--- config.mk ---
export PLATFORM = sky130hd
export DESIGN_NAME = fblp_core
export DESIGN_NICKNAME = d
export VERILOG_FILES = /design/src/core/fblp_pkg.sv /design/src/core/fblp_core.sv
export VERILOG_INCLUDE_DIRS = /design/src /design/src/core
export SDC_FILE = /design/constraint.sdc
export NUM_CORES = 1
export LEC_CHECK = 0
export BUFFER_PORTS_ARGS = -buffer_cell sky130_fd_sc_hd__buf_2
export CORE_UTILIZATION = 40
export DETAILED_ROUTE_END_ITERATION = 8
export PLACE_DENSITY = 0.78
export SETUP_SLACK_MARGIN = 0.2
export SLEW_MARGIN = 10
export SYNTH_ARGS = -nofsm -noshare
export SYNTH_HDL_FRONTEND = slang
export SYNTH_SLANG_ARGS = --single-unit
--- constraint.sdc ---
create_clock -name clk_i -period 2.99 [get_ports clk_i]
set_input_delay 0.299 -clock clk_i [delete_from_list [all_inputs] [get_ports clk_i]]
set_output_delay 0.299 -clock clk_i [all_outputs]
set_load 0.005 [all_outputs]
--- src/core/fblp_params.svh ---
// offsets, field positions, reset values and codes for the flash boot lock protection
// assumes a 32-bit classic wishbone slave with byte addressing
`ifndef FBLP_PARAMS_SVH
`define FBLP_PARAMS_SVH
`define FBLP_OFS_LOCK 8'h00
`define FBLP_OFS_CTRL 8'h04
`define FBLP_OFS_BOOT_START 8'h08
`define FBLP_OFS_HALT_START 8'h0C
`define FBLP_OFS_STATUS 8'h10
`define FBLP_LOCK_APP_LO 0
`define FBLP_LOCK_APP_HI 1
`define FBLP_LOCK_BOOT_LO 2
`define FBLP_LOCK_BOOT_HI 3
`define FBLP_LOCK_ERASED 4'hF
`define FBLP_CTRL_VEC_BOOT 0
`define FBLP_STAT_BUSY 0
`define FBLP_STAT_OP 1
`define FBLP_STAT_HALT 2
`define FBLP_BOOT_START_RST 16'h0C00
`define FBLP_HALT_START_RST 16'h0C00
`define FBLP_ADDR_W 16
`endif

--- src/core/fblp_pkg.sv ---
// types for the flash boot lock protection block
// assumes nothing beyond the params header
`default_nettype none
package fblp_pkg;
	typedef enum logic [2:0] {
		FBLP_CMD_NONE = 3'h0,
		FBLP_CMD_BUF_LOAD = 3'h1,
		FBLP_CMD_ERASE = 3'h2,
		FBLP_CMD_WRITE = 3'h3,
		FBLP_CMD_LOCK_SET = 3'h4,
		FBLP_CMD_CONC_EN = 3'h5,
		FBLP_CMD_LOAD = 3'h6
	} fblp_cmd_t;
	typedef enum logic [1:0] {
		FBLP_ST_IDLE = 2'h0,
		FBLP_ST_CONC_OP = 2'h1,
		FBLP_ST_HALT_OP = 2'h2
	} fblp_state_t;
	typedef struct packed {
		logic valid;
		fblp_cmd_t cmd;
		logic [15:0] addr;
		logic [15:0] pc;
		logic [3:0] lock_data;
	} fblp_req_t;
	typedef struct packed {
		logic done;
		logic denied;
	} fblp_resp_t;
	typedef struct packed {
		logic start;
		logic erase;
		logic write;
		logic buf_load;
		logic [15:0] addr;
	} fblp_flash_cmd_t;
endpackage
`default_nettype wire

--- src/core/fblp_core.sv ---
// flash boot lock protection: gates cpu program store/load against the lock bits
// assumes cpu requests and flash completion are on clk_i; wishbone classic slave
//
// Contract
// (RL1) page op in concurrent_read_section keeps halting_section readable, cpu runs
// (RL2) page op in halting_section halts cpu, nothing readable until done
// (RL3) app and boot lock pairs are held separately and set independently
// (RL4) locks set by software or programming mode; only chip erase restores ones; here reset_n_i also loads ones
// (RL5) device-wide write lock does not gate self-programming stores
// (RL6) device-wide read/write lock does not restrict cpu loads or stores
// (RL7) lock bit one means unprogrammed, zero means programmed
// (RL8) app pair 11: no restriction on app section
// (RL9) app pair 10: stores to app section blocked
// (RL10) app pair 00: stores blocked, boot-code loads of app blocked, irq masking
// (RL11) app pair 01: only boot-code loads of app blocked, irq masking
// (RL12) boot pair 11: no restriction on boot section
// (RL13) boot pair 10: stores to boot section blocked
// (RL14) boot pair 00: stores blocked, app-code loads of boot blocked, irq masking
// (RL15) boot pair 01: only app-code loads of boot blocked, irq masking
// (RL16) stores from app-section code are ignored
// (RL17) concurrent section op sets busy flag and blocks that section's reads
// (RL18) blocked store or load changes nothing and starts no operation
//
// Chosen here: the placing of the registers and the Wishbone slave port.
`include "fblp_params.svh"
`default_nettype none
module fblp_core (
	input wire logic clk_i,
	input wire logic reset_n_i,
	input wire logic wb_cyc_i,
	input wire logic wb_stb_i,
	input wire logic wb_we_i,
	input wire logic [7:0] wb_adr_i,
	input wire logic [3:0] wb_sel_i,
	input wire logic [31:0] wb_dat_i,
	output logic [31:0] wb_dat_o,
	output logic wb_ack_o,
	input wire fblp_pkg::fblp_req_t cpu_req_i,
	input wire logic flash_done_i,
	input wire logic chip_erase_i,
	input wire logic prog_lock_we_i,
	input wire logic [3:0] prog_lock_i,
	output fblp_pkg::fblp_resp_t cpu_resp_o,
	output fblp_pkg::fblp_flash_cmd_t flash_cmd_o,
	output logic cpu_halt_o,
	output logic read_block_all_o,
	output logic concurrent_section_busy_flag_o,
	output logic irq_mask_o
);
	////////////////////////////////////////////////////////////////////////////
	logic [3:0] lock_reg;
	logic vec_boot_reg;
	logic [15:0] boot_start_reg;
	logic [15:0] halt_start_reg;
	fblp_pkg::fblp_state_t state_reg;
	logic busy_reg;
	logic wb_hit;
	logic app_hi;
	logic app_lo;
	logic boot_hi;
	logic boot_lo;
	logic pc_boot;
	logic tgt_boot;
	logic tgt_halt;
	logic is_page_op;
	logic store_ok;
	logic load_ok;
	logic page_go;
	logic req_denied;
	logic lock_sw_we;

	assign wb_hit = wb_cyc_i && wb_stb_i && !wb_ack_o;
	// zero bit means programmed
	assign app_hi = lock_reg[`FBLP_LOCK_APP_HI]; // RL7
	assign app_lo = lock_reg[`FBLP_LOCK_APP_LO];
	assign boot_hi = lock_reg[`FBLP_LOCK_BOOT_HI];
	assign boot_lo = lock_reg[`FBLP_LOCK_BOOT_LO];
	assign pc_boot = cpu_req_i.pc >= boot_start_reg;
	assign tgt_boot = cpu_req_i.addr >= boot_start_reg;
	assign tgt_halt = cpu_req_i.addr >= halt_start_reg;
	assign is_page_op = cpu_req_i.cmd == fblp_pkg::FBLP_CMD_ERASE
		|| cpu_req_i.cmd == fblp_pkg::FBLP_CMD_WRITE;
	assign lock_sw_we = wb_hit && wb_we_i && wb_sel_i[0] && wb_adr_i == `FBLP_OFS_LOCK;

	////////////////////////////////////////////////////////////////////////////
	// store permission: no device-wide lock input exists, only the section pairs
	always_comb
	begin
		store_ok = pc_boot; // RL16 RL5
		if (tgt_boot && !boot_lo)
			store_ok = 1'b0; // RL13 RL14
		if (!tgt_boot && !app_lo)
			store_ok = 1'b0; // RL9 RL10
		if (state_reg != fblp_pkg::FBLP_ST_IDLE)
			store_ok = 1'b0;
	end

	// load permission: lock pairs gate cross-section reads only; page operations also block own-section reads
	always_comb
	begin
		load_ok = 1'b1; // RL6 RL8 RL12
		if (pc_boot && !tgt_boot && !app_hi)
			load_ok = 1'b0; // RL10 RL11
		if (!pc_boot && tgt_boot && !boot_hi)
			load_ok = 1'b0; // RL14 RL15
		if (state_reg == fblp_pkg::FBLP_ST_HALT_OP)
			load_ok = 1'b0; // RL2
		if (busy_reg && !tgt_halt)
			load_ok = 1'b0; // RL17
	end

	always_comb
	begin
		page_go = 1'b0;
		req_denied = 1'b0;
		if (cpu_req_i.valid)
		begin
			case (cpu_req_i.cmd)
				fblp_pkg::FBLP_CMD_ERASE,
				fblp_pkg::FBLP_CMD_WRITE:
				begin
					page_go = store_ok;
					req_denied = !store_ok; // RL18
				end
				fblp_pkg::FBLP_CMD_BUF_LOAD,
				fblp_pkg::FBLP_CMD_LOCK_SET,
				fblp_pkg::FBLP_CMD_CONC_EN:
					req_denied = !pc_boot || state_reg != fblp_pkg::FBLP_ST_IDLE; // RL16
				fblp_pkg::FBLP_CMD_LOAD:
					req_denied = !load_ok; // RL18
				default:
					req_denied = 1'b0;
			endcase
		end
	end

	////////////////////////////////////////////////////////////////////////////
	// lock pairs: software, programming mode and cpu lock-set only clear bits
	always_ff @(posedge clk_i or negedge reset_n_i)
	begin
		if (!reset_n_i)
			lock_reg <= `FBLP_LOCK_ERASED;
		else if (chip_erase_i)
			lock_reg <= `FBLP_LOCK_ERASED; // RL4
		else
		begin
			lock_reg <= lock_reg
				& (lock_sw_we ? wb_dat_i[3:0] : 4'hF)
				& (prog_lock_we_i ? prog_lock_i : 4'hF)
				& ((cpu_req_i.valid && !req_denied
					&& cpu_req_i.cmd == fblp_pkg::FBLP_CMD_LOCK_SET)
					? cpu_req_i.lock_data : 4'hF); // RL3 RL4
		end
	end

	// configuration registers
	always_ff @(posedge clk_i or negedge reset_n_i)
	begin
		if (!reset_n_i)
		begin
			vec_boot_reg <= 1'b0;
			boot_start_reg <= `FBLP_BOOT_START_RST;
			halt_start_reg <= `FBLP_HALT_START_RST;
		end
		else if (wb_hit && wb_we_i)
		begin
			if (wb_adr_i == `FBLP_OFS_CTRL && wb_sel_i[0])
				vec_boot_reg <= wb_dat_i[`FBLP_CTRL_VEC_BOOT];
			if (wb_adr_i == `FBLP_OFS_BOOT_START && wb_sel_i[0])
				boot_start_reg[7:0] <= wb_dat_i[7:0];
			if (wb_adr_i == `FBLP_OFS_BOOT_START && wb_sel_i[1])
				boot_start_reg[15:8] <= wb_dat_i[15:8];
			if (wb_adr_i == `FBLP_OFS_HALT_START && wb_sel_i[0])
				halt_start_reg[7:0] <= wb_dat_i[7:0];
			if (wb_adr_i == `FBLP_OFS_HALT_START && wb_sel_i[1])
				halt_start_reg[15:8] <= wb_dat_i[15:8];
		end
	end

	// bus answer: one cycle after the strobe, unmapped reads give zero
	always_ff @(posedge clk_i or negedge reset_n_i)
	begin
		if (!reset_n_i)
		begin
			wb_ack_o <= 1'b0;
			wb_dat_o <= 32'h0000_0000;
		end
		else
		begin
			wb_ack_o <= wb_hit;
			case (wb_adr_i)
				`FBLP_OFS_LOCK: wb_dat_o <= {28'h000_0000, lock_reg};
				`FBLP_OFS_CTRL: wb_dat_o <= {31'h0, vec_boot_reg};
				`FBLP_OFS_BOOT_START: wb_dat_o <= {16'h0000, boot_start_reg};
				`FBLP_OFS_HALT_START: wb_dat_o <= {16'h0000, halt_start_reg};
				`FBLP_OFS_STATUS: wb_dat_o <= {29'h0, cpu_halt_o,
					state_reg != fblp_pkg::FBLP_ST_IDLE, busy_reg};
				default: wb_dat_o <= 32'h0000_0000;
			endcase
		end
	end

	////////////////////////////////////////////////////////////////////////////
	// page operation sequencing
	always_ff @(posedge clk_i or negedge reset_n_i)
	begin
		if (!reset_n_i)
			state_reg <= fblp_pkg::FBLP_ST_IDLE;
		else
		begin
			case (state_reg)
				fblp_pkg::FBLP_ST_IDLE:
					if (cpu_req_i.valid && page_go)
						state_reg <= tgt_halt ? fblp_pkg::FBLP_ST_HALT_OP
							: fblp_pkg::FBLP_ST_CONC_OP; // RL1 RL2
				fblp_pkg::FBLP_ST_CONC_OP,
				fblp_pkg::FBLP_ST_HALT_OP:
					if (flash_done_i)
						state_reg <= fblp_pkg::FBLP_ST_IDLE;
				default:
					state_reg <= fblp_pkg::FBLP_ST_IDLE;
			endcase
		end
	end

	// busy flag: set by a concurrent-section start, cleared by read enable or
	// buffer load once idle; a start in the clearing cycle wins
	always_ff @(posedge clk_i or negedge reset_n_i)
	begin
		if (!reset_n_i)
			busy_reg <= 1'b0;
		else if (cpu_req_i.valid && page_go && !tgt_halt)
			busy_reg <= 1'b1; // RL17
		else if (cpu_req_i.valid && !req_denied
			&& (cpu_req_i.cmd == fblp_pkg::FBLP_CMD_CONC_EN
			|| cpu_req_i.cmd == fblp_pkg::FBLP_CMD_BUF_LOAD))
			busy_reg <= 1'b0;
	end

	// cpu-facing outputs
	always_ff @(posedge clk_i or negedge reset_n_i)
	begin
		if (!reset_n_i)
		begin
			cpu_resp_o <= '0;
			flash_cmd_o <= '0;
		end
		else
		begin
			cpu_resp_o.done <= cpu_req_i.valid && !req_denied;
			cpu_resp_o.denied <= cpu_req_i.valid && req_denied;
			flash_cmd_o.start <= cpu_req_i.valid && page_go; // RL18
			flash_cmd_o.erase <= cpu_req_i.valid && page_go
				&& cpu_req_i.cmd == fblp_pkg::FBLP_CMD_ERASE;
			flash_cmd_o.write <= cpu_req_i.valid && page_go
				&& cpu_req_i.cmd == fblp_pkg::FBLP_CMD_WRITE;
			flash_cmd_o.buf_load <= cpu_req_i.valid && !req_denied
				&& cpu_req_i.cmd == fblp_pkg::FBLP_CMD_BUF_LOAD;
			flash_cmd_o.addr <= cpu_req_i.addr;
		end
	end

	always_ff @(posedge clk_i or negedge reset_n_i)
	begin
		if (!reset_n_i)
		begin
			cpu_halt_o <= 1'b0;
			read_block_all_o <= 1'b0;
			concurrent_section_busy_flag_o <= 1'b0;
			irq_mask_o <= 1'b0;
		end
		else
		begin
			cpu_halt_o <= (state_reg == fblp_pkg::FBLP_ST_IDLE && cpu_req_i.valid
				&& page_go && tgt_halt)
				|| (state_reg == fblp_pkg::FBLP_ST_HALT_OP && !flash_done_i); // RL2
			read_block_all_o <= (state_reg == fblp_pkg::FBLP_ST_IDLE && cpu_req_i.valid
				&& page_go && tgt_halt)
				|| (state_reg == fblp_pkg::FBLP_ST_HALT_OP && !flash_done_i); // RL1 RL2
			concurrent_section_busy_flag_o <= (cpu_req_i.valid && page_go && !tgt_halt)
				|| (busy_reg && !(cpu_req_i.valid && !req_denied
				&& (cpu_req_i.cmd == fblp_pkg::FBLP_CMD_CONC_EN
				|| cpu_req_i.cmd == fblp_pkg::FBLP_CMD_BUF_LOAD))); // RL17
			irq_mask_o <= (vec_boot_reg && !pc_boot && !app_hi)
				|| (!vec_boot_reg && pc_boot && !boot_hi); // RL10 RL11 RL14 RL15
		end
	end
endmodule // fblp_core
`default_nettype wire

==> results.yml <==
cts:
  clkSlewWorstSetupHoldPaths_ps: 80
  cts_buffer_depth: 2
  h-tree-depth: 3
  cts_made_buffers: 9
  cts_root_buf: "clkbuf_8"
  cts_tree: "done"
  clock_latency_ps: 350
  cts.sinks: 82
timing:
  setup_tns_ps: 0
  slew_headroom: 0.331
  finalHoldViolations: 0
  clock.fmax_mhz: 368
  min_period_ps: 2710
  hold_slack_ps: 67.7
  drv_slew: 0
  finalCritPeriodShare: 0.908
  fin_skew_ps: 8.39
  tightest_slew_ps: 1000
  setup_violations: 0
  rsz0062_at_grt: "false"
worst_setup_path:
  r2r_start: "boot_start_reg[10]$_DFFE_PN1P_"
  max_stage_delay_ps: 540
  worst_setup_path_end_kind: "flip-flop"
  crit_end: "cpu_resp_o[1]$_DFF_PN0_"
  reg2reg_slack_ps: 280
  regToRegEndpoint: "cpu_resp_o[1]$_DFF_PN0_"
  start_kind: "flip-flop"
  cp.arrival_ps: 2950
  crit_type: "flip-flop to flip-flop"
  crit_path_max_fanout: 4
  critPathRequiredTime_ps: 3230
  reg2reg_depth: 10
  startpoint: "boot_start_reg[10]$_DFFE_PN1P_"
  path_cells: "inv_2, ha_4, and4_4, nand2b_4, or4_4, o211ai_4, mux2i_2, buf_4, nor3b_2, o31a_1"
  crit_path_top_delay_cell: "dfstp_2"
global_route:
  grt_max_degree: 83
  antenna_found_initial: 0
  grt_usage: 0.197
  overflow: 0
  first_global_vias: 3515
  grt_pass1_wl_um: 17100
final_layout:
  top_register: "flash_cmd_o"
  fillers: 952
  syn_to_final_growth_pct: 24.1
  drive_gt1_frac: 0.328
  diodes: 0
  nets: 692
  final_cells: 687
  largest_register_ffs: 20
  post-route-util: 0.518
pwr:
  pwr-share-seq: 0.491
  p_clk_frac: 0.414
  p_comb_frac: 0.096
  p_int_uw: 1790
  power.density_nw_per_um2: 434
  p_sw_uw: 549
  leakage_uw: 0.00286
  vdd_drop_max_mv: 0.256
  p_sw_frac: 0.235
flow_run:
  maxCapViolCount: 0
status:
  status: "completed"
synthesis:
  syn_avg_cell_area_sq_um: 10.5
  synthArstFlopShare: 1.00
  synth_ff_type: "dfrtp_1"
  synth_area_sq_um: 4340
  synth_cells: 413
  synth_edf_count: 0
  yosys_warnings: 0
  synth.distinct_cells: 60
  ys_seq_area_frac: 0.475
  ys_ff_latch: 82
floorplan:
  start_util: 0.417
  die_h_um: 106
  io_pins: 155
  std_cell_rows: 37
  die_w_um: 106
  core_area_sq_um: 10400
  die-area_sq_um: 11300
routing:
  viasPerCell: 5.27
  final_antenna_net_count: 0
  drc_errors: 0
  finalWirelength_um: 10800
  first_pass_iters: 5
  wire_per_inst_um: 15.7
  vias: 3619
  drt_iter0_drc: 183
placement:
  gp_congestion: 0.852
  place_inst: 669
  hpwl_um: 8270
  portBuffers: 120
min_path:
  min_path_type: "input pin to flip-flop"
how the worst min path moves through the flow:
stage                        startpoint                             to  depth (start not counted)
final                     cpu_req_i[20]       flash_cmd_o[0]$_DFF_PN0_                          1
after detailed placement  cpu_req_i[20]       flash_cmd_o[0]$_DFF_PN0_                          1
after global placement    cpu_req_i[20]       flash_cmd_o[0]$_DFF_PN0_                          1
after floorplan               reset_n_i  boot_start_reg[0]$_DFFE_PN0P_                          0
after global routing      cpu_req_i[20]       flash_cmd_o[0]$_DFF_PN0_                          1
after CTS                 cpu_req_i[20]       flash_cmd_o[0]$_DFF_PN0_                          1
cells in the mapped netlist (all sizes together), types with 5 or more instances:
| master | instances | area share |
|---|---|---|
| inv | 43 | 0.038 |
| dfstp | 8 | 0.048 |
| nor3 | 6 | 0.0069 |
| nand3 | 6 | 0.0081 |
| a211oi | 5 | 0.0098 |
| buf | 22 | 0.035 |
| nor2 | 13 | 0.011 |
| o22ai | 13 | 0.019 |
| ha | 50 | 0.14 |
| o221a | 5 | 0.013 |
| nand4 | 8 | 0.012 |
| o21ai | 38 | 0.044 |
| nand2 | 44 | 0.038 |
| a21oi | 13 | 0.016 |
| dfrtp | 74 | 0.43 |
logic make-up (layout without fill, tap and decap cells):
kind of cell / Yosys count / in the layout / share of synthesized area
simple gates: 105 / 105 / 0.133
compound gates: 104 / 104 / 0.162
flops: 82 / 82 / 0.475
buf+inv: 66 / 189 / 0.0734
fa+ha+maj: 50 / 50 / 0.144
mux: 5 / 5 / 0.0124
other cells: 1 / 16 / 0.000863
power by group through the flow:
stage,Sequential [uW],Combinational [uW],Clock (uW)
global route,1150,251,1050
finish,1150,224,969
CTS,1150,221,993
detailed placement,1170,217,0
global placement,1170,206,0
floorplan,1170,96.4,0
stage by stage:
step | worst slack [ps] | power, uW | cell area [sq um]
2_1_floorplan | 435 | 1270 | 4400
3_3_place_gp | 227 | 1380 | 5080
3_5_place_dp | 124 | 1390 | 5080
4_1_cts | 224 | 2360 | 5330
5_1_grt | 201 | 2450 | 5390
6_report | 275 | 2340 | 5390
worst max-delay path: cells and delay by family, from the launching register on:
family	cells	cell delay (ps)
AND/OR/NAND/NOR	4	890
flip-flops	1	540
AO/OA/AOI/OAI	2	420
multiplexers	1	280
adder cells (fa/ha/maj)	1	260
buffers and inverters	2	220
cell type report:
| type | count | area (sq um) | area share |
|---|---|---|---|
| repair buffers | 130 | 678 | 0.126 |
| flip-flops and latches | 82 | 2060 | 0.382 |
| clock buffers | 10 | 128 | 0.0237 |
| inverters | 43 | 164 | 0.0304 |
| clock inverters | 6 | 114 | 0.0211 |
| multi-input cells | 280 | 2080 | 0.385 |
| well taps | 136 | 170 | 0.0316 |
layer usage:
metal | routed length, um | GRT usage | vias to the layer above | part of all wire
li1 | - | - | 1714 | -
met3 | 637 | 0.0380 | 16 | 0.059
met2 | 5200 | 0.333 | 157 | 0.48
met1 | 4820 | 0.260 | 1732 | 0.45
met5 | 0 | 0 | - | 0
met4 | 146 | 0.0496 | 0 | 0.014
cells in the final DEF (no fill, tap or decap), types with 2 or more instances in the layout:
cell type	Yosys	final
inv_2	0	2
nor3b_1	3	3
nor2_1	13	13
clkinvlp_4	0	2
clkbuf_8	0	9
a211o_1	2	2
ha_1	50	48
mux2_2	3	3
o22ai_1	13	13
nor2b_1	3	3
nor3_1	6	5
buf_4	17	11
nand2_1	44	44
and3_1	2	2
a222oi_1	2	2
dfrtp_1	74	74
bufinv_16	0	3
ha_4	0	2
o211ai_1	3	3
a211oi_1	4	4
o21ai_0	38	38
inv_1	42	40
o311ai_1	2	2
buf_2	4	119
o2bb2ai_1	2	2
dfstp_2	8	8
nand2b_1	4	3
conb_1	1	16
nand3_1	5	5
nand4_1	8	8
o21a_1	3	3
a21oi_1	12	12
o22a_1	4	4
nand4b_1	2	2
a21o_1	3	3
o221a_2	5	5
timing repair:
action	4_1_cts	5_1_grt
endpoints found under the setup margin	2	4
resized for setup	1	9
hold buffers	0	0
pin swaps	0	1
setup buffers	1	1
Note: power is estimated with default switching activity, not from simulation.
